## config.mk

```make
export PLATFORM = sky130hd
export DESIGN_NAME = acc_cal_bank
export DESIGN_NICKNAME = d
export VERILOG_FILES = /design/src/acc_pkg.sv /design/src/acc_chan_ctl.sv /design/src/acc_cal_bank.sv
export VERILOG_INCLUDE_DIRS = /design/src
export SDC_FILE = /design/constraint.sdc
export NUM_CORES = 1
export LEC_CHECK = 0
export BUFFER_PORTS_ARGS = -buffer_cell sky130_fd_sc_hd__buf_2
export CORE_MARGIN = 2
export CORE_UTILIZATION = 60
export CTS_BUF_LIST = sky130_fd_sc_hd__clkbuf_2
export DETAILED_ROUTE_END_ITERATION = 8
export PLACE_DENSITY = 0.95
export SYNTH_ARGS = -nofsm -noshare
export SYNTH_HDL_FRONTEND = slang
export SYNTH_SLANG_ARGS = --single-unit
```

## constraint.sdc

```tcl
create_clock -name CLK -period 1.7 [get_ports CLK]
set_input_delay 0 -clock CLK [delete_from_list [all_inputs] [get_ports CLK]]
set_output_delay 0 -clock CLK [all_outputs]
set_load 0.01 [all_outputs]
```

## src/acc_regs.svh

```systemverilog
// register offsets, field positions and reset values of the channel configuration bank
`ifndef ACC_REGS_SVH
`define ACC_REGS_SVH

// ----------------------------------------------------------------
// register offsets
// ----------------------------------------------------------------
`define ACC_ADDR_W          6
`define ACC_OFS_THRESH_HIGH 6'h07
`define ACC_OFS_THRESH_LOW  6'h08
`define ACC_OFS_CHANNEL0_CONFIG     6'h09
`define ACC_OFS_CH0_OCAL_HI 6'h0A
`define ACC_OFS_CH0_OCAL_LO 6'h0B
`define ACC_OFS_CH0_GCAL_HI 6'h0C
`define ACC_OFS_CH0_GCAL_LO 6'h0D
`define ACC_OFS_CHANNEL1_CONFIG     6'h0E

// ----------------------------------------------------------------
// reset values
// ----------------------------------------------------------------
`define ACC_RST_ZERO        16'h0000
`define ACC_RST_GCAL_HI     16'h8000
`define ACC_RST_BYTE        8'h00
`define ACC_RST_RSVD3       3'h0
`define ACC_RST_COEFF       4'h0
`define ACC_RST_PHASE       10'h000
`define ACC_RST_MUX         2'h0

// ----------------------------------------------------------------
// field positions
// ----------------------------------------------------------------
`define ACC_CFG_PHASE_HI    15
`define ACC_CFG_PHASE_LO    6
`define ACC_CFG_HPOFF_BIT   2
`define ACC_CFG_MUX_HI      1
`define ACC_CFG_MUX_LO      0
`define ACC_UPPER_HI        15
`define ACC_UPPER_LO        8
`define ACC_COEFF_HI        3
`define ACC_COEFF_LO        0

// ----------------------------------------------------------------
// coefficient encodings
// ----------------------------------------------------------------
`define ACC_COEFF_BYPASS    4'h0
`define ACC_SHIFT_BASE      5'h01

`endif

```

## src/acc_pkg.sv

```systemverilog
// types shared by the channel configuration bank
package acc_pkg;

	typedef enum logic [1:0]
	{
		ACC_MUX_EXT_PAIR = 2'h0,
		ACC_MUX_SHORTED  = 2'h1,
		ACC_MUX_TEST_POS = 2'h2,
		ACC_MUX_TEST_NEG = 2'h3
	} acc_mux_type;

	typedef struct packed
	{
		logic [9:0]  phase;
		logic        highpass_off;
		acc_mux_type input_select;
	} acc_chan_cfg_type;

	// what the datapath of one channel sees
	typedef struct packed
	{
		logic [9:0]  phase_delay;
		logic        highpass_en;
		logic [4:0]  highpass_shift;
		acc_mux_type input_select;
	} acc_chan_ctl_type;

	typedef struct packed
	{
		logic [15:0] thresh_high;
		logic [7:0]  thresh_low;
		logic [3:0]  coeff;
		acc_chan_cfg_type ch0;
		acc_chan_cfg_type ch1;
		logic [15:0] ocal_high;
		logic [7:0]  ocal_low;
		logic [15:0] gcal_high;
		logic [7:0]  gcal_low;
		logic [15:0] rdata;
	} acc_bank_state_type;

endpackage : acc_pkg

```

## src/acc_chan_ctl.sv

```systemverilog
// per-channel filter control derived from global and channel settings
`timescale 1ns/1ps
`include "acc_regs.svh"

module acc_chan_ctl
	import acc_pkg::*;
(
	input  wire logic             CLK,
	input  wire logic             RST_N,
	input  wire logic [3:0]       coeff,
	input  wire acc_chan_cfg_type cfg,
	output acc_chan_ctl_type      ctl
);

	acc_chan_ctl_type state;
	acc_chan_ctl_type next_state;

	always_comb
	begin
		next_state = state;
		next_state.phase_delay  = cfg.phase;
		next_state.input_select = cfg.input_select;
		next_state.highpass_en  = (coeff != `ACC_COEFF_BYPASS) && !cfg.highpass_off;
		next_state.highpass_shift = {1'b0, coeff} + `ACC_SHIFT_BASE;
	end

	always_ff @(posedge CLK or negedge RST_N)
	begin
		if (!RST_N)
			state <= '0;
		else
			state <= next_state;
	end

	assign ctl = state;

	chk_hp_off_wins: assert property (@(posedge CLK) disable iff (!RST_N)
		$past(cfg.highpass_off) |-> !ctl.highpass_en)
		else $error("filter enabled while channel disable set");

	chk_zero_bypass: assert property (@(posedge CLK) disable iff (!RST_N)
		($past(coeff) == `ACC_COEFF_BYPASS) |-> !ctl.highpass_en)
		else $error("filter enabled with zero coefficient code");

endmodule : acc_chan_ctl

```

## src/acc_cal_bank.sv

```systemverilog
// channel calibration and configuration register bank with plain register port
//
// Local design decision: strobed register access.
`timescale 1ns/1ps
`include "acc_regs.svh"

// Overview of operation
// - threshold low byte in upper bits
// - threshold high word completes 24-bit value
// - coefficient codes halve from quarter downward
// - zero coefficient bypasses all channel filters
// - ten-bit signed phase delay top bits
// - channel disable bit turns filter off
// - two-bit input select routes converter input
// - offset high holds word bits 23:8
// - offset low byte in upper bits
// - gain high resets to 8000h
// - gain low byte upper, resets zero
// - channel 0 config at 9h
// - channel 1 config at Eh
// - channel 1 shares channel 0 layout

module acc_cal_bank
	import acc_pkg::*;
(
	input  wire logic [`ACC_ADDR_W-1:0] ADDR,
	input  wire logic [15:0]            WDATA,
	input  wire logic                   WR,
	input  wire logic                   RD,
	input  wire logic                   CLK,
	input  wire logic                   RST_N,
	output logic      [15:0]            RDATA,
	output logic      [23:0]            DETECT_THRESHOLD,
	output logic      [23:0]            CH0_OFFSET_CORR,
	output logic      [23:0]            CH0_GAIN_CORR,
	output acc_chan_ctl_type            CH0_CTL,
	output acc_chan_ctl_type            CH1_CTL
);

	acc_bank_state_type state;
	acc_bank_state_type next_state;

	// ----------------------------------------------------------------
	// register writes and read mux
	// ----------------------------------------------------------------
	always_comb
	begin
		next_state = state;
		next_state.rdata = `ACC_RST_ZERO;
		if (WR)
		begin
			case (ADDR)
				`ACC_OFS_THRESH_HIGH: next_state.thresh_high = WDATA;
				`ACC_OFS_THRESH_LOW:
				begin
					next_state.thresh_low = WDATA[`ACC_UPPER_HI:`ACC_UPPER_LO];
					next_state.coeff = WDATA[`ACC_COEFF_HI:`ACC_COEFF_LO];
				end
				`ACC_OFS_CHANNEL0_CONFIG:
				begin
					next_state.ch0.phase        = WDATA[`ACC_CFG_PHASE_HI:`ACC_CFG_PHASE_LO];
					next_state.ch0.highpass_off = WDATA[`ACC_CFG_HPOFF_BIT];
					next_state.ch0.input_select =
						acc_mux_type'(WDATA[`ACC_CFG_MUX_HI:`ACC_CFG_MUX_LO]);
				end
				`ACC_OFS_CH0_OCAL_HI: next_state.ocal_high = WDATA;
				`ACC_OFS_CH0_OCAL_LO: next_state.ocal_low = WDATA[`ACC_UPPER_HI:`ACC_UPPER_LO];
				`ACC_OFS_CH0_GCAL_HI: next_state.gcal_high = WDATA;
				`ACC_OFS_CH0_GCAL_LO: next_state.gcal_low = WDATA[`ACC_UPPER_HI:`ACC_UPPER_LO];
				`ACC_OFS_CHANNEL1_CONFIG:
				begin
					next_state.ch1.phase        = WDATA[`ACC_CFG_PHASE_HI:`ACC_CFG_PHASE_LO];
					next_state.ch1.highpass_off = WDATA[`ACC_CFG_HPOFF_BIT];
					next_state.ch1.input_select =
						acc_mux_type'(WDATA[`ACC_CFG_MUX_HI:`ACC_CFG_MUX_LO]);
				end
				default: ;
			endcase
		end
		// reserved bits are not stored, so software ignoring them does no harm
		// reserved writes dropped
		if (RD)
		begin
			case (ADDR)
				`ACC_OFS_THRESH_HIGH: next_state.rdata = state.thresh_high;
				`ACC_OFS_THRESH_LOW:
					next_state.rdata = {state.thresh_low, `ACC_RST_COEFF, state.coeff};
				`ACC_OFS_CHANNEL0_CONFIG:
					next_state.rdata = {state.ch0.phase, `ACC_RST_RSVD3,
						state.ch0.highpass_off, state.ch0.input_select};
				`ACC_OFS_CH0_OCAL_HI: next_state.rdata = state.ocal_high;
				`ACC_OFS_CH0_OCAL_LO: next_state.rdata = {state.ocal_low, `ACC_RST_BYTE};
				`ACC_OFS_CH0_GCAL_HI: next_state.rdata = state.gcal_high;
				`ACC_OFS_CH0_GCAL_LO: next_state.rdata = {state.gcal_low, `ACC_RST_BYTE};
				`ACC_OFS_CHANNEL1_CONFIG:
					next_state.rdata = {state.ch1.phase, `ACC_RST_RSVD3,
						state.ch1.highpass_off, state.ch1.input_select};
				// unmapped addresses read as zero
				default: next_state.rdata = `ACC_RST_ZERO;
			endcase
		end
	end

	// ----------------------------------------------------------------
	// state register
	// ----------------------------------------------------------------
	always_ff @(posedge CLK or negedge RST_N)
	begin
		if (!RST_N)
		begin
			state              <= '0;
			state.gcal_high    <= `ACC_RST_GCAL_HI;
		end
		else
			state <= next_state;
	end

	// ----------------------------------------------------------------
	// assembled words, registered so outputs come from flip-flops
	// ----------------------------------------------------------------
	always_ff @(posedge CLK or negedge RST_N)
	begin
		if (!RST_N)
		begin
			DETECT_THRESHOLD <= '0;
			CH0_OFFSET_CORR  <= '0;
			CH0_GAIN_CORR    <= {`ACC_RST_GCAL_HI, `ACC_RST_BYTE};
		end
		else
		begin
			DETECT_THRESHOLD <= {state.thresh_high, state.thresh_low};
			CH0_OFFSET_CORR  <= {state.ocal_high, state.ocal_low};
			CH0_GAIN_CORR    <= {state.gcal_high, state.gcal_low};
		end
	end

	assign RDATA = state.rdata;

	// ----------------------------------------------------------------
	// per-channel filter control
	// ----------------------------------------------------------------
	acc_chan_ctl u_ch0_ctl
	(
		.CLK   (CLK),
		.RST_N (RST_N),
		.coeff (state.coeff),
		.cfg   (state.ch0),
		.ctl   (CH0_CTL)
	);

	acc_chan_ctl u_ch1_ctl
	(
		.CLK   (CLK),
		.RST_N (RST_N),
		.coeff (state.coeff),
		.cfg   (state.ch1),
		.ctl   (CH1_CTL)
	);

	// ----------------------------------------------------------------
	// checks
	// ----------------------------------------------------------------
	// low byte write then read
	chk_thr_low_read: assert property (@(posedge CLK) disable iff (!RST_N)
		(WR && ADDR == `ACC_OFS_THRESH_LOW) ##1 (RD && ADDR == `ACC_OFS_THRESH_LOW)
		|=> RDATA[`ACC_UPPER_HI:`ACC_UPPER_LO] == $past(WDATA[15:8], 2))
		else $error("threshold low byte readback wrong");

	chk_thr_assembly: assert property (@(posedge CLK) disable iff (!RST_N)
		(WR && ADDR == `ACC_OFS_THRESH_HIGH) |-> ##2 DETECT_THRESHOLD[23:8] == $past(WDATA, 2))
		else $error("threshold high word not in assembled value");

	chk_coeff_shift: assert property (@(posedge CLK) disable iff (!RST_N)
		(WR && ADDR == `ACC_OFS_THRESH_LOW && WDATA[3:0] == 4'h1)
		|-> ##2 CH0_CTL.highpass_shift == 5'h02)
		else $error("quarter coefficient shift wrong");

	chk_phase_field: assert property (@(posedge CLK) disable iff (!RST_N)
		(WR && ADDR == `ACC_OFS_CHANNEL0_CONFIG) |-> ##2 CH0_CTL.phase_delay == $past(WDATA[15:6], 2))
		else $error("channel 0 phase delay not taken");

	chk_mux_route: assert property (@(posedge CLK) disable iff (!RST_N)
		(WR && ADDR == `ACC_OFS_CHANNEL1_CONFIG) |-> ##2 CH1_CTL.input_select == $past(WDATA[1:0], 2))
		else $error("channel 1 input select not taken");

	chk_ocal_assembly: assert property (@(posedge CLK) disable iff (!RST_N)
		(WR && ADDR == `ACC_OFS_CH0_OCAL_LO) |-> ##2 CH0_OFFSET_CORR[7:0] == $past(WDATA[15:8], 2))
		else $error("offset low byte not in assembled word");

	chk_gcal_high: assert property (@(posedge CLK) disable iff (!RST_N)
		(WR && ADDR == `ACC_OFS_CH0_GCAL_HI) |-> ##2 CH0_GAIN_CORR[23:8] == $past(WDATA, 2))
		else $error("gain high word not in assembled word");

	chk_rsvd_zero: assert property (@(posedge CLK) disable iff (!RST_N)
		(RD && (ADDR == `ACC_OFS_CH0_OCAL_LO || ADDR == `ACC_OFS_CH0_GCAL_LO))
		|=> RDATA[7:0] == 8'h00)
		else $error("reserved calibration byte not zero");

	chk_cfg_rsvd: assert property (@(posedge CLK) disable iff (!RST_N)
		(RD && (ADDR == `ACC_OFS_CHANNEL0_CONFIG || ADDR == `ACC_OFS_CHANNEL1_CONFIG)) |=> RDATA[5:3] == 3'h0)
		else $error("reserved config bits not zero");

	chk_idle_rdata: assert property (@(posedge CLK) disable iff (!RST_N)
		!RD |=> RDATA == 16'h0000)
		else $error("read data not zero outside read answer");

	chk_ocal_high_read: assert property (@(posedge CLK) disable iff (!RST_N)
		(RD && ADDR == `ACC_OFS_CH0_OCAL_HI)
		|=> RDATA == CH0_OFFSET_CORR[23:8])
		else $error("offset high readback differs from assembled word");

	chk_ocal_low_read: assert property (@(posedge CLK) disable iff (!RST_N)
		(RD && ADDR == `ACC_OFS_CH0_OCAL_LO)
		|=> RDATA[15:8] == CH0_OFFSET_CORR[7:0])
		else $error("offset low readback differs from assembled word");

	chk_gcal_high_read: assert property (@(posedge CLK) disable iff (!RST_N)
		(RD && ADDR == `ACC_OFS_CH0_GCAL_HI)
		|=> RDATA == CH0_GAIN_CORR[23:8])
		else $error("gain high readback differs from assembled word");

	chk_gcal_low_read: assert property (@(posedge CLK) disable iff (!RST_N)
		(RD && ADDR == `ACC_OFS_CH0_GCAL_LO)
		|=> RDATA[15:8] == CH0_GAIN_CORR[7:0])
		else $error("gain low readback differs from assembled word");

	chk_thr_high_read: assert property (@(posedge CLK) disable iff (!RST_N)
		(RD && ADDR == `ACC_OFS_THRESH_HIGH)
		|=> RDATA == DETECT_THRESHOLD[23:8])
		else $error("threshold high readback differs from assembled value");

	chk_thr_low_mirror: assert property (@(posedge CLK) disable iff (!RST_N)
		(RD && ADDR == `ACC_OFS_THRESH_LOW)
		|=> RDATA[15:8] == DETECT_THRESHOLD[7:0])
		else $error("threshold low readback differs from assembled value");

	chk_thr_rsvd_zero: assert property (@(posedge CLK) disable iff (!RST_N)
		(RD && ADDR == `ACC_OFS_THRESH_LOW)
		|=> RDATA[7:4] == 4'h0)
		else $error("threshold reserved bits not zero");

	chk_unmapped_read: assert property (@(posedge CLK) disable iff (!RST_N)
		(RD && (ADDR < `ACC_OFS_THRESH_HIGH || ADDR > `ACC_OFS_CHANNEL1_CONFIG))
		|=> RDATA == `ACC_RST_ZERO)
		else $error("unmapped address read not zero");

	chk_gain_reset: assert property (@(posedge CLK)
		(!RST_N ##1 !RST_N)
		|-> CH0_GAIN_CORR == {`ACC_RST_GCAL_HI, `ACC_RST_BYTE})
		else $error("gain word not at reset value during reset");

	chk_thr_reset: assert property (@(posedge CLK)
		(!RST_N ##1 !RST_N)
		|-> DETECT_THRESHOLD == {`ACC_RST_ZERO, `ACC_RST_BYTE})
		else $error("threshold not zero during reset");

	chk_ch0_reset: assert property (@(posedge CLK)
		(!RST_N ##1 !RST_N)
		|-> CH0_CTL.phase_delay == `ACC_RST_PHASE && CH0_CTL.input_select == ACC_MUX_EXT_PAIR)
		else $error("channel 0 control not at reset value");

	chk_ch1_reset: assert property (@(posedge CLK)
		(!RST_N ##1 !RST_N)
		|-> CH1_CTL.phase_delay == `ACC_RST_PHASE && CH1_CTL.input_select == ACC_MUX_EXT_PAIR)
		else $error("channel 1 control not at reset value");

	chk_ch0_mux: assert property (@(posedge CLK) disable iff (!RST_N)
		(WR && ADDR == `ACC_OFS_CHANNEL0_CONFIG)
		|-> ##2 CH0_CTL.input_select == $past(WDATA[1:0], 2))
		else $error("channel 0 input select not taken");

	chk_ch1_phase: assert property (@(posedge CLK) disable iff (!RST_N)
		(WR && ADDR == `ACC_OFS_CHANNEL1_CONFIG)
		|-> ##2 CH1_CTL.phase_delay == $past(WDATA[15:6], 2))
		else $error("channel 1 phase delay not taken");

	chk_ch1_hp_off: assert property (@(posedge CLK) disable iff (!RST_N)
		(WR && ADDR == `ACC_OFS_CHANNEL1_CONFIG && WDATA[`ACC_CFG_HPOFF_BIT])
		|-> ##2 !CH1_CTL.highpass_en)
		else $error("channel 1 filter enabled after disable write");

	chk_ch0_hp_follow: assert property (@(posedge CLK) disable iff (!RST_N)
		(WR && ADDR == `ACC_OFS_CHANNEL0_CONFIG && !WDATA[`ACC_CFG_HPOFF_BIT])
		|-> ##2 CH0_CTL.highpass_en == ($past(state.coeff) != `ACC_COEFF_BYPASS))
		else $error("channel 0 filter does not follow global code");

	chk_ch1_bypass: assert property (@(posedge CLK) disable iff (!RST_N)
		($past(state.coeff) == `ACC_COEFF_BYPASS)
		|-> !CH1_CTL.highpass_en)
		else $error("channel 1 filter enabled with zero coefficient code");

	chk_coeff_top: assert property (@(posedge CLK) disable iff (!RST_N)
		($past(state.coeff) == 4'hF)
		|-> CH0_CTL.highpass_shift == 5'h10)
		else $error("smallest coefficient shift wrong");

	chk_gcal_low_asm: assert property (@(posedge CLK) disable iff (!RST_N)
		(WR && ADDR == `ACC_OFS_CH0_GCAL_LO)
		|-> ##2 CH0_GAIN_CORR[7:0] == $past(WDATA[15:8], 2))
		else $error("gain low byte not in assembled word");

	chk_ocal_high_asm: assert property (@(posedge CLK) disable iff (!RST_N)
		(WR && ADDR == `ACC_OFS_CH0_OCAL_HI)
		|-> ##2 CH0_OFFSET_CORR[23:8] == $past(WDATA, 2))
		else $error("offset high word not in assembled word");

	chk_thr_low_asm: assert property (@(posedge CLK) disable iff (!RST_N)
		(WR && ADDR == `ACC_OFS_THRESH_LOW)
		|-> ##2 DETECT_THRESHOLD[7:0] == $past(WDATA[15:8], 2))
		else $error("threshold low byte not in assembled value");

endmodule : acc_cal_bank

```

==> flow_summary_export.csv, run 1 <==
group,metric,value,unit
finish,layout.filler_cells,783,
placement,io_buffers,149,
worst_setup_path,r2r_cells,2,
worst_setup_path,crit_arrival,2.26,ns
timing,fin_ws,0.0460,ns
yosys,avgSynthCellArea,16.7,µm²
route,drtIter0Drc,450,
clock_tree,numClockSinks,221,
clock_tree,worst_skew_pair.late_latency,0.73,ns
yosys,synth-edff-count,0,
yosys,netlist_top_cells_area,"dfrtp_1, mux2_2, buf_4, mux4_2, mux2_4",
route,drc,0,
floorplan,boundaryPins,150,
yosys,ys_dominant_reg_cell,"dfrtp_1",
placement,post-dp-hpwl,12.3,mm
worst_setup_path,critical_path.reg2reg.startpoint,"state[53]",
yosys,netlist.area_leader.share,69.4,%
yosys,synth.distinct_cells,37,
global_routing,grt_start_max_net_pins,58,
timing,layout_worst_path_cycle_share,97.3,%
worst_setup_path,worst-path-max-fanout,16,
clock_tree,clock_tree_from_tritoncts,"done",
power,max-vdd-ir-drop,678,µV
finish,final_net_count,727,
status,outcome,"finished, final reports clean",
worst_hold_path,number_of_instances_on_the_worst_hold_path,5,
yosys,synth-adder-area-share,0.317,%
yosys,synth_area_in_compound_gates,4.12,%
global_routing,grtUsageTotal,28.5,%
floorplan,design.die.area,14100,µm²
worst_setup_path,critical_path.endpoint_type,"flop",
worst_setup_path,reg2reg_slack,0.36,ns
timing,setup_total_negative_slack,0,ns
floorplan,initial_utilization,62.1,%
route,detail_route.wirelength,19.4,mm
timing,fmaxAchievable,0.605,GHz
worst_setup_path,cp.required,2.31,ns
timing,fin_worst_hold_slack,0.0909,ns
yosys,postSynthRegisterBits,221,
yosys,yosysWarningCount,0,
yosys,synthXorXnorAreaFrac,0.333,%
yosys,synth.top_cells.by_count,"dfrtp_1, mux2_2, buf_4",
global_routing,grt_first_pass_wirelength,30.5,mm
timing,final.min_clock_period,1.65,ns
yosys,synth.largest_area_cell,"dfrtp_1",
yosys,synth_area,7900,µm²
global_routing,global_route.overflow_total,0,
worst_hold_path,worstHoldEndpoint,"RDATA[10]",
clock_tree,tritoncts_buffer_count,51,
global_routing,antenna_found_initial,1,
placement,globalplace.congestion,0.883,
finish,drive_gt1_share,52.0,%
worst_hold_path,worst_hold_path_type,"primary input to flop",
route,detailedRoute.firstPassIterationCount,5,
yosys,post-synth-top-count-cell,"dfrtp_1",
worst_setup_path,crit-reg2reg-capture,"state[53]",
yosys,synth_top_family_by_area,"multiplexers",
timing,rsz0062_at_grt,"false",
yosys,yosys.area_share.simple,3.28,%
floorplan,chipHeight,119,µm
placement,placement.setup.worst_slack,0.0851,ns
clock_tree,cts.root.buffer_cell,"clkbuf_2",
finish,area_growth_syn_to_layout,22.6,%
power,leakagePower,5.18,nW
yosys,synth.yosys.seq_area_share,70.1,%
worst_hold_path,hold_start,"ADDR[1]",
floorplan,standard_cell_core_area,12700,µm²
run,maxCapViolations,0,
yosys,synth.net_count,501,
worst_setup_path,setup.worst_path.start_class,"primary input",
route,number_of_antenna_violating_nets_in_the_routed_design,0,
power,power_per_cell_area,1120,nW/µm²
yosys,synthArstFlopShare,100,%
timing,slew_violations,0,
timing,relSlewSlack,63.9,%
floorplan,core.rowCount,41,
clock_tree,htree_levels,2,
route,route.vias.total,5159,
timing,finalHoldViolations,0,
clock_tree,clkSlewWorstSetupHoldPaths,0.12,ns
clock_tree,maximum_buffer_depth_of_the_clock_tree,3,
global_routing,grt_pass1_vias,5574,
route,post_drt_wl_per_cell,21.2,µm
floorplan,die_w,119,µm
yosys,synthMuxAreaShare,18.4,%
yosys,netlist_instances,473,
timing,final-setup-viol-count,0,
route,route.detailed.vias_per_inst,5.65,
timing,worst_pin_slew,0.539,ns
timing,post_route_clock_skew,0.0494,ns
worst_setup_path,setup.worst_path.class,"primary input to flop",
finish,layout.core_utilization,76.1,%
-- flip-flops by register name (all words and copies together), names as in the netlist --
register / flops
u_ch0_ctl.ctl: 18
CH0_GAIN_CORR: 24
RDATA: 16
state: 102
DETECT_THRESHOLD: 24
u_ch1_ctl.ctl: 13
CH0_OFFSET_CORR: 24
-- where the power goes --
group	switching, mW	internal (mW)	total, mW
sequential	0.413	5.91	6.32
combinational	0.679	0.702	1.38
clock	1.95	1.24	3.19
-- what timing repair did --
item / CTS / global route
buffers inserted: 0 / 0
setup endpoints to repair: 0 / 8
hold buffers: 36 / 1
hold endpoints to repair: 339 / 13
gates resized for setup: 0 / 0
-- worst max-delay path: stages --
cell and delay (ns):
buf_2 0.11, dlygate4sd3_1 0.63, nor4_4 0.32, dlygate4sd3_1 0.60, buf_4 0.27, a222oi_1 0.16, a21oi_1 0.17
-- cells in the final DEF (no fill, tap or decap), drive strengths merged --
master,count
dfrtp,219
buf,178
mux2,107
clkbuf,81
dlygate4sd3,36
clkinv,13
a21oi,12
nand2,12
nor2,10
a222oi,10
a22o,9
mux4,8
a22oi,7
nand3,5
and2,4
mux2i,3
and3,3
nor2b,3
dfstp,2
xnor2,2
inv,2
a32oi,2
o21ai,2
ha,2
diode,1
xor2,1
nor4b,1
and4bb,1
nor4,1
a31oi,1
nor3b,1
nand4,1
clkinvlp,1
-- final cells by class --
type,count,area (µm²),share of cell area (%)
diodes,1,2.50,0.0258
multi-input cells,208,2090,21.6
clock inverters,14,58.8,0.607
well taps,172,215,2.22
inverters,2,7.51,0.0775
flip-flops and latches,221,5530,57.1
clock buffers,80,400,4.13
repair buffers,215,1380,14.2
-- cells by family after synthesis --
family | after synthesis
adder cells (fa/ha/maj) | 2
flip-flops | 221
XOR/XNOR | 3
multiplexers | 118
AO/OA/AOI/OAI | 43
AND/OR/NAND/NOR | 42
buffers and inverters | 44
-- metrics by stage --
stage          area, µm²  std cells  power, mW
2_1_floorplan       7900        473       6.96
3_3_place_gp        8860        782       7.62
3_5_place_dp        8860        782       7.72
4_1_cts             9680        912       10.9
5_1_grt             9680        913       11.4
6_report            9680        913       10.9
-- per-layer routing --
layer,up-vias,track usage (%),share of wire [%]
li1,2149,-,-
met1,2640,36.9,39
met2,314,45.5,50
met3,56,7.67,8.3
met4,0,12.8,2.9
met5,-,0,0
-- worst max-delay path by stage --
| stage | slack (ns) | start | to |
|---|---|---|---|
| after floorplan | 0.26 | ADDR[0] | state[53] |
| after global placement | 0.20 | ADDR[0] | state[17] |
| after detailed placement | 0.09 | ADDR[0] | state[17] |
| after CTS | 0.08 | ADDR[5] | state[46] |
| after global routing | 0.05 | ADDR[3] | RDATA[14] |
| final | 0.05 | ADDR[3] | RDATA[9] |
Note: power is estimated with default switching activity, not from simulation.
==> run 2, diff against run 1 <==
--- a/config.mk
+++ b/config.mk
@@ -12,6 +12,7 @@
 export CTS_BUF_LIST = sky130_fd_sc_hd__clkbuf_2
 export DETAILED_ROUTE_END_ITERATION = 8
 export PLACE_DENSITY = 0.95
+export REMOVE_ABC_BUFFERS = 1
 export SYNTH_ARGS = -nofsm -noshare
 export SYNTH_HDL_FRONTEND = slang
 export SYNTH_SLANG_ARGS = --single-unit
==> flow_summary_export.csv, run 2 (synthesis gave the netlist of run 1 again) <==
group,metric,value,unit
timing,slew_violations,0,
worst_setup_path,crit_arrival,2.26,ns
placement,globalplace.congestion,0.798,
clock_tree,cts.root.buffer_cell,"clkbuf_2",
floorplan,core.rowCount,41,
global_routing,grt_first_pass_wirelength,29.3,mm
timing,fmaxAchievable,0.601,GHz
clock_tree,clkSlewWorstSetupHoldPaths,0.10,ns
worst_setup_path,critical-path-top-delay-family,"buffers and inverters",
route,number_of_antenna_violating_nets_in_the_routed_design,0,
finish,layout.filler_cells,778,
global_routing,grt_pass1_vias,5332,
placement,placement.setup.worst_slack,-0.0660,ns
timing,post_route_clock_skew,0.0466,ns
global_routing,grt.met1_usage,37.4,%
worst_setup_path,reg2reg_slack,0.30,ns
worst_hold_path,number_of_instances_on_the_worst_hold_path,5,
power,max-vdd-ir-drop,623,µV
worst_setup_path,setup.worst_path.start_class,"primary input",
clock_tree,maximum_buffer_depth_of_the_clock_tree,3,
global_routing,global_route.overflow_total,0,
placement,io_buffers,149,
global_routing,antenna_found_initial,0,
floorplan,design.die.area,14100,µm²
timing,final.min_clock_period,1.66,ns
worst_setup_path,cp.required,2.29,ns
worst_setup_path,r2r_cells,2,
worst_setup_path,crit_buf_inv,4,
finish,regArea,5530,µm²
placement,post-dp-hpwl,11.8,mm
finish,drive_gt1_share,52.9,%
clock_tree,htree_levels,2,
finish,layout.cells.most_common_list,"dfrtp_1, buf_2, mux2_2",
timing,relSlewSlack,42.9,%
global_routing,grtUsageTotal,27.1,%
finish,largest_register,"state",
global_routing,busiest_layer_in_global_routing,"met2",
global_routing,met2_layer_usage_reported_by_global_route,42.1,%
timing,rsz0062_at_grt,"false",
placement,dpl-instance-area,8870,µm²
worst_setup_path,cp_cell_sequence,"dlygate4sd3_1, buf_2, nand3_1, nor4_4, dlygate4sd3_1, buf_4, a222oi_1, a21oi_1",
timing,fin_ws,0.0359,ns
route,route.detailed.vias_per_inst,5.61,
finish,fin_area,9620,µm²
worst_setup_path,max_stage_delay,0.56,ns
power,power.total,10.9,mW
worst_setup_path,critical-path-slowest-cell,"dlygate4sd3_1",
global_routing,use_met3,6.42,%
timing,worst_pin_slew,0.855,ns
finish,final_net_count,719,
worst_setup_path,crit-reg2reg-capture,"state[93]",
clock_tree,worst_skew_pair.late_latency,0.73,ns
finish,area_growth_syn_to_layout,21.9,%
route,detailedRoute.firstPassIterationCount,5,
timing,setup_total_negative_slack,0,ns
clock_tree,clock_tree_from_tritoncts,"done",
floorplan,die_w,119,µm
worst_hold_path,worst_hold_path_type,"primary input to flop",
finish,final_common_cell,"dfrtp_1",
route,detail_route.wirelength,18.7,mm
clock_tree,tritoncts_buffer_count,49,
floorplan,initial_utilization,62.1,%
floorplan,boundaryPins,150,
route,post_drt_wl_per_cell,20.8,µm
worst_setup_path,critical-path-top-cell-by-count,"dlygate4sd3_1",
global_routing,grt_start_max_net_pins,65,
route,drtIter0Drc,431,
run,maxCapViolations,0,
finish,largest_reg_flops,102,
worst_setup_path,setup.worst_path.class,"primary input to flop",
route,route.vias.total,5050,
finish,diodes,0,
power,power_per_cell_area,1130,nW/µm²
status,outcome,"finished, final reports clean",
timing,finalHoldViolations,0,
timing,layout_worst_path_cycle_share,97.9,%
worst_setup_path,critical_path.reg2reg.startpoint,"state[93]",
worst_hold_path,hold_start,"ADDR[1]",
worst_setup_path,worst-path-max-fanout,16,
floorplan,chipHeight,119,µm
floorplan,standard_cell_core_area,12700,µm²
worst_setup_path,critical_path.endpoint_type,"flop",
power,leakagePower,5.16,nW
clock_tree,numClockSinks,221,
timing,final-setup-viol-count,0,
worst_hold_path,worstHoldEndpoint,"RDATA[14]",
route,drc,0,
finish,multi_input_comb_area,2100,µm²
run 2: worst max path at each step:
stage                        from        end  slack (ns)  cells after the start
after global placement    ADDR[0]  state[62]       -0.05                      5
after CTS                 ADDR[5]  state[93]        0.03                      7
after detailed placement  ADDR[0]  state[58]       -0.07                      5
after global routing      ADDR[5]  state[93]      0.0007                      7
after floorplan           ADDR[2]  state[77]        0.10                      3
final                     ADDR[2]   RDATA[9]        0.04                      8
run 2: layout make-up:
type | count | area share, %
inverter | 2 | 0.0780
tap | 172 | 2.24
timing repair buffer | 209 | 13.9
clock inverter | 8 | 0.312
multi-input combinational | 208 | 21.8
clock buffer | 80 | 4.16
sequential | 221 | 57.5
run 2: what timing repair did:
item	CTS	global route
hold endpoints to repair	339	0
gates resized for setup	0	1
hold buffers	31	0
setup buffers	0	3
setup endpoints to repair	0	16
run 2: worst reg2reg max path, delay by kind of cell, from the launching register on:
kind                   cells  cell delay, ns
flip-flops                 1            0.46
buffers and inverters      1            0.55
multiplexers               1            0.28
run 2: power breakdown:
| group | internal [mW] | switching, mW | total, mW |
|---|---|---|---|
| registers | 5.90 | 0.417 | 6.32 |
| clock network | 1.22 | 1.94 | 3.16 |
| logic | 0.699 | 0.677 | 1.38 |
| total | 7.82 | 3.03 | 10.9 |
run 2: metal layers:
| layer | share of wire, % | vias to the layer above |
|---|---|---|
| met5 | 0 | - |
| met4 | 3.0 | 0 |
| met3 | 7.7 | 52 |
| met2 | 49 | 274 |
| met1 | 41 | 2585 |
| li1 | - | 2139 |
run 2: stage by stage:
step | hold WS (ns) | util (%) | std cells
global placement | 0.0153 | 69.7 | 779
global route | 0.0257 | 75.6 | 900
finish | 0.0155 | 75.6 | 900
CTS | 0.00578 | 75.5 | 898
floorplan | -0.296 | - | 431
detailed placement | 0.0289 | 69.7 | 779
==> run 3, diff against run 2 <==
--- a/config.mk
+++ b/config.mk
@@ -8,10 +8,10 @@
 export LEC_CHECK = 0
 export BUFFER_PORTS_ARGS = -buffer_cell sky130_fd_sc_hd__buf_2
 export CORE_MARGIN = 2
-export CORE_UTILIZATION = 60
+export CORE_UTILIZATION = 50
 export CTS_BUF_LIST = sky130_fd_sc_hd__clkbuf_2
 export DETAILED_ROUTE_END_ITERATION = 8
-export PLACE_DENSITY = 0.95
+export PLACE_DENSITY = 0.84
 export REMOVE_ABC_BUFFERS = 1
 export SYNTH_ARGS = -nofsm -noshare
 export SYNTH_HDL_FRONTEND = slang
==> flow_summary_export.csv, run 3 (synthesis gave the netlist of run 1 again) <==
group,metric,value,unit
timing,slew_violations,0,
finish,largest_reg_flops,102,
route,route.vias.total,5052,
floorplan,die_w,130,µm
route,number_of_antenna_violating_nets_in_the_routed_design,0,
timing,layout_worst_path_cycle_share,102,%
timing,fin_ws,-0.0295,ns
global_routing,grt_pass1_vias,5462,
clock_tree,numClockSinks,221,
floorplan,core.rowCount,45,
placement,placement.setup.worst_slack,0.0487,ns
route,drc,0,
timing,finalHoldViolations,0,
finish,drive_gt1_share,51.6,%
worst_setup_path,cp.required,2.38,ns
floorplan,chipHeight,130,µm
timing,relSlewSlack,64.6,%
route,detail_route.wirelength,19.1,mm
placement,globalplace.congestion,0.814,
finish,diodes,0,
floorplan,standard_cell_core_area,15300,µm²
floorplan,boundaryPins,150,
power,power_per_cell_area,1110,nW/µm²
worst_setup_path,critical-path-top-cell-by-count,"dlygate4sd3_1",
route,detailedRoute.firstPassIterationCount,6,
global_routing,grtUsageTotal,23.5,%
finish,largest_register,"state",
worst_setup_path,critical-path-slowest-cell,"dlygate4sd3_1",
finish,area_growth_syn_to_layout,25.8,%
worst_setup_path,setup.worst_path.class,"primary input to flop",
global_routing,antenna_found_initial,0,
worst_setup_path,worst-path-max-fanout,16,
global_routing,global_route.overflow_total,0,
global_routing,grt_first_pass_wirelength,29.6,mm
clock_tree,maximum_buffer_depth_of_the_clock_tree,3,
floorplan,initial_utilization,51.6,%
finish,layout.cells.most_common_list,"dfrtp_1, buf_2, mux2_2",
timing,fmaxAchievable,0.578,GHz
timing,rsz0062_at_grt,"true",
route,post_drt_wl_per_cell,19.8,µm
floorplan,design.die.area,16800,µm²
power,max-vdd-ir-drop,610,µV
clock_tree,clock_tree_from_tritoncts,"done",
finish,layout.core_utilization,64.9,%
global_routing,grt_start_max_net_pins,69,
status,failed_checks,"negative setup slack",
status,outcome,"finished with violations",
run,maxCapViolations,0,
route,drtIter0Drc,318,
clock_tree,clkSlewWorstSetupHoldPaths,0.11,ns
clock_tree,htree_levels,2,
timing,final.min_clock_period,1.73,ns
clock_tree,cts.root.buffer_cell,"clkbuf_2",
finish,final_common_cell,"dfrtp_1",
worst_setup_path,critical_path.endpoint_type,"flop",
placement,io_buffers,149,
finish,final_net_count,748,
worst_setup_path,reg2reg_slack,0.26,ns
timing,post_route_clock_skew,0.0317,ns
worst_hold_path,worst_hold_path_type,"primary input to flop",
placement,post-dp-hpwl,11.9,mm
timing,worst_pin_slew,0.531,ns
worst_setup_path,crit_arrival,2.41,ns
timing,final-setup-viol-count,3,
clock_tree,tritoncts_buffer_count,52,
worst_setup_path,setup.worst_path.start_class,"primary input",
power,leakagePower,5.27,nW
worst_setup_path,cp_cell_sequence,"dlygate4sd3_1, buf_2, nor4b_4, and2_4, nand2_8, mux2_2, dlygate4sd3_1",
worst_setup_path,max_stage_delay,0.57,ns
route,route.detailed.vias_per_inst,5.22,
clock_tree,worst_skew_pair.late_latency,0.78,ns
## run 3: cell count changes in the layout (fill, tap and decap cells not counted), sizes merged
cell and change:
buf +8, clkinv +6, bufinv +1, inv -1, dlymetal6s4s +1, clkbuf -5
dlygate4sd3 +18
## run 3: worst paths after layout
| kind | to | depth (start not counted) | start |
|---|---|---|---|
| max | state[51] | 7 | ADDR[2] |
| min | state[106] | 3 | WDATA[4] |
| max reg2reg | state[85] | 3 | state[85] |
| min reg2reg | CH0_GAIN_CORR[23] | 0 | state[39] |
| max in group asynchronous | state[32] | 4 | RST_N |
| min in group asynchronous | u_ch0_ctl.ctl[1] | 3 | RST_N |
## run 3: where the power goes
part           total (mW)  switching (mW)  leakage, nW  internal [mW]
logic                1.44           0.686         1.98          0.751
clock network        3.28            1.95        0.355           1.33
registers            6.30           0.398         2.94           5.90
total                11.0            3.03         5.27           7.99
## run 3: metal layers
layer | share of wire (%) | vias up | track usage (%)
met5 | 0 | - | 0
met4 | 1.4 | 0 | 7.72
met3 | 8.7 | 31 | 7.47
met2 | 49 | 271 | 37.8
met1 | 41 | 2568 | 30.6
li1 | - | 2182 | -
## run 3: cell type report
type / count / area [µm²]
Inverter: 2 / 7.51
Clock inverter: 14 / 81.3
Timing Repair Buffer: 235 / 1570
Fill cell: 1155 / 5380
Multi-Input combinational cell: 208 / 2100
Tap cell: 211 / 264
Sequential cell: 221 / 5530
Clock buffer: 76 / 380
## run 3: worst max-delay path: cells and delay by family
kind / cells / cell delay [ns]
buffers and inverters: 3 / 1.29
and+or+nand+nor: 3 / 0.78
muxes: 1 / 0.32
## run 3: what timing repair did
item                                    CTS  global route
resized for setup                         0             5
endpoints found under the setup margin    0             8
hold buffers                             50             1
setup buffers                             0             5
endpoints found under the hold margin   339             8
## run 3: through the flow
step           TNS [ns]  instance area, µm²  total power, mW  cells  hold slack [ns]
2_1_floorplan         0                7630             6.91    431           -0.296
3_3_place_gp          0                8930             7.64    823          -0.0105
3_5_place_dp          0                8930             7.71    823         -0.00566
4_1_cts               0                9890             11.1    963         0.000611
5_1_grt         -0.0962                9940             11.6    967          0.00609
6_report        -0.0575                9940             11.0    967           0.0624
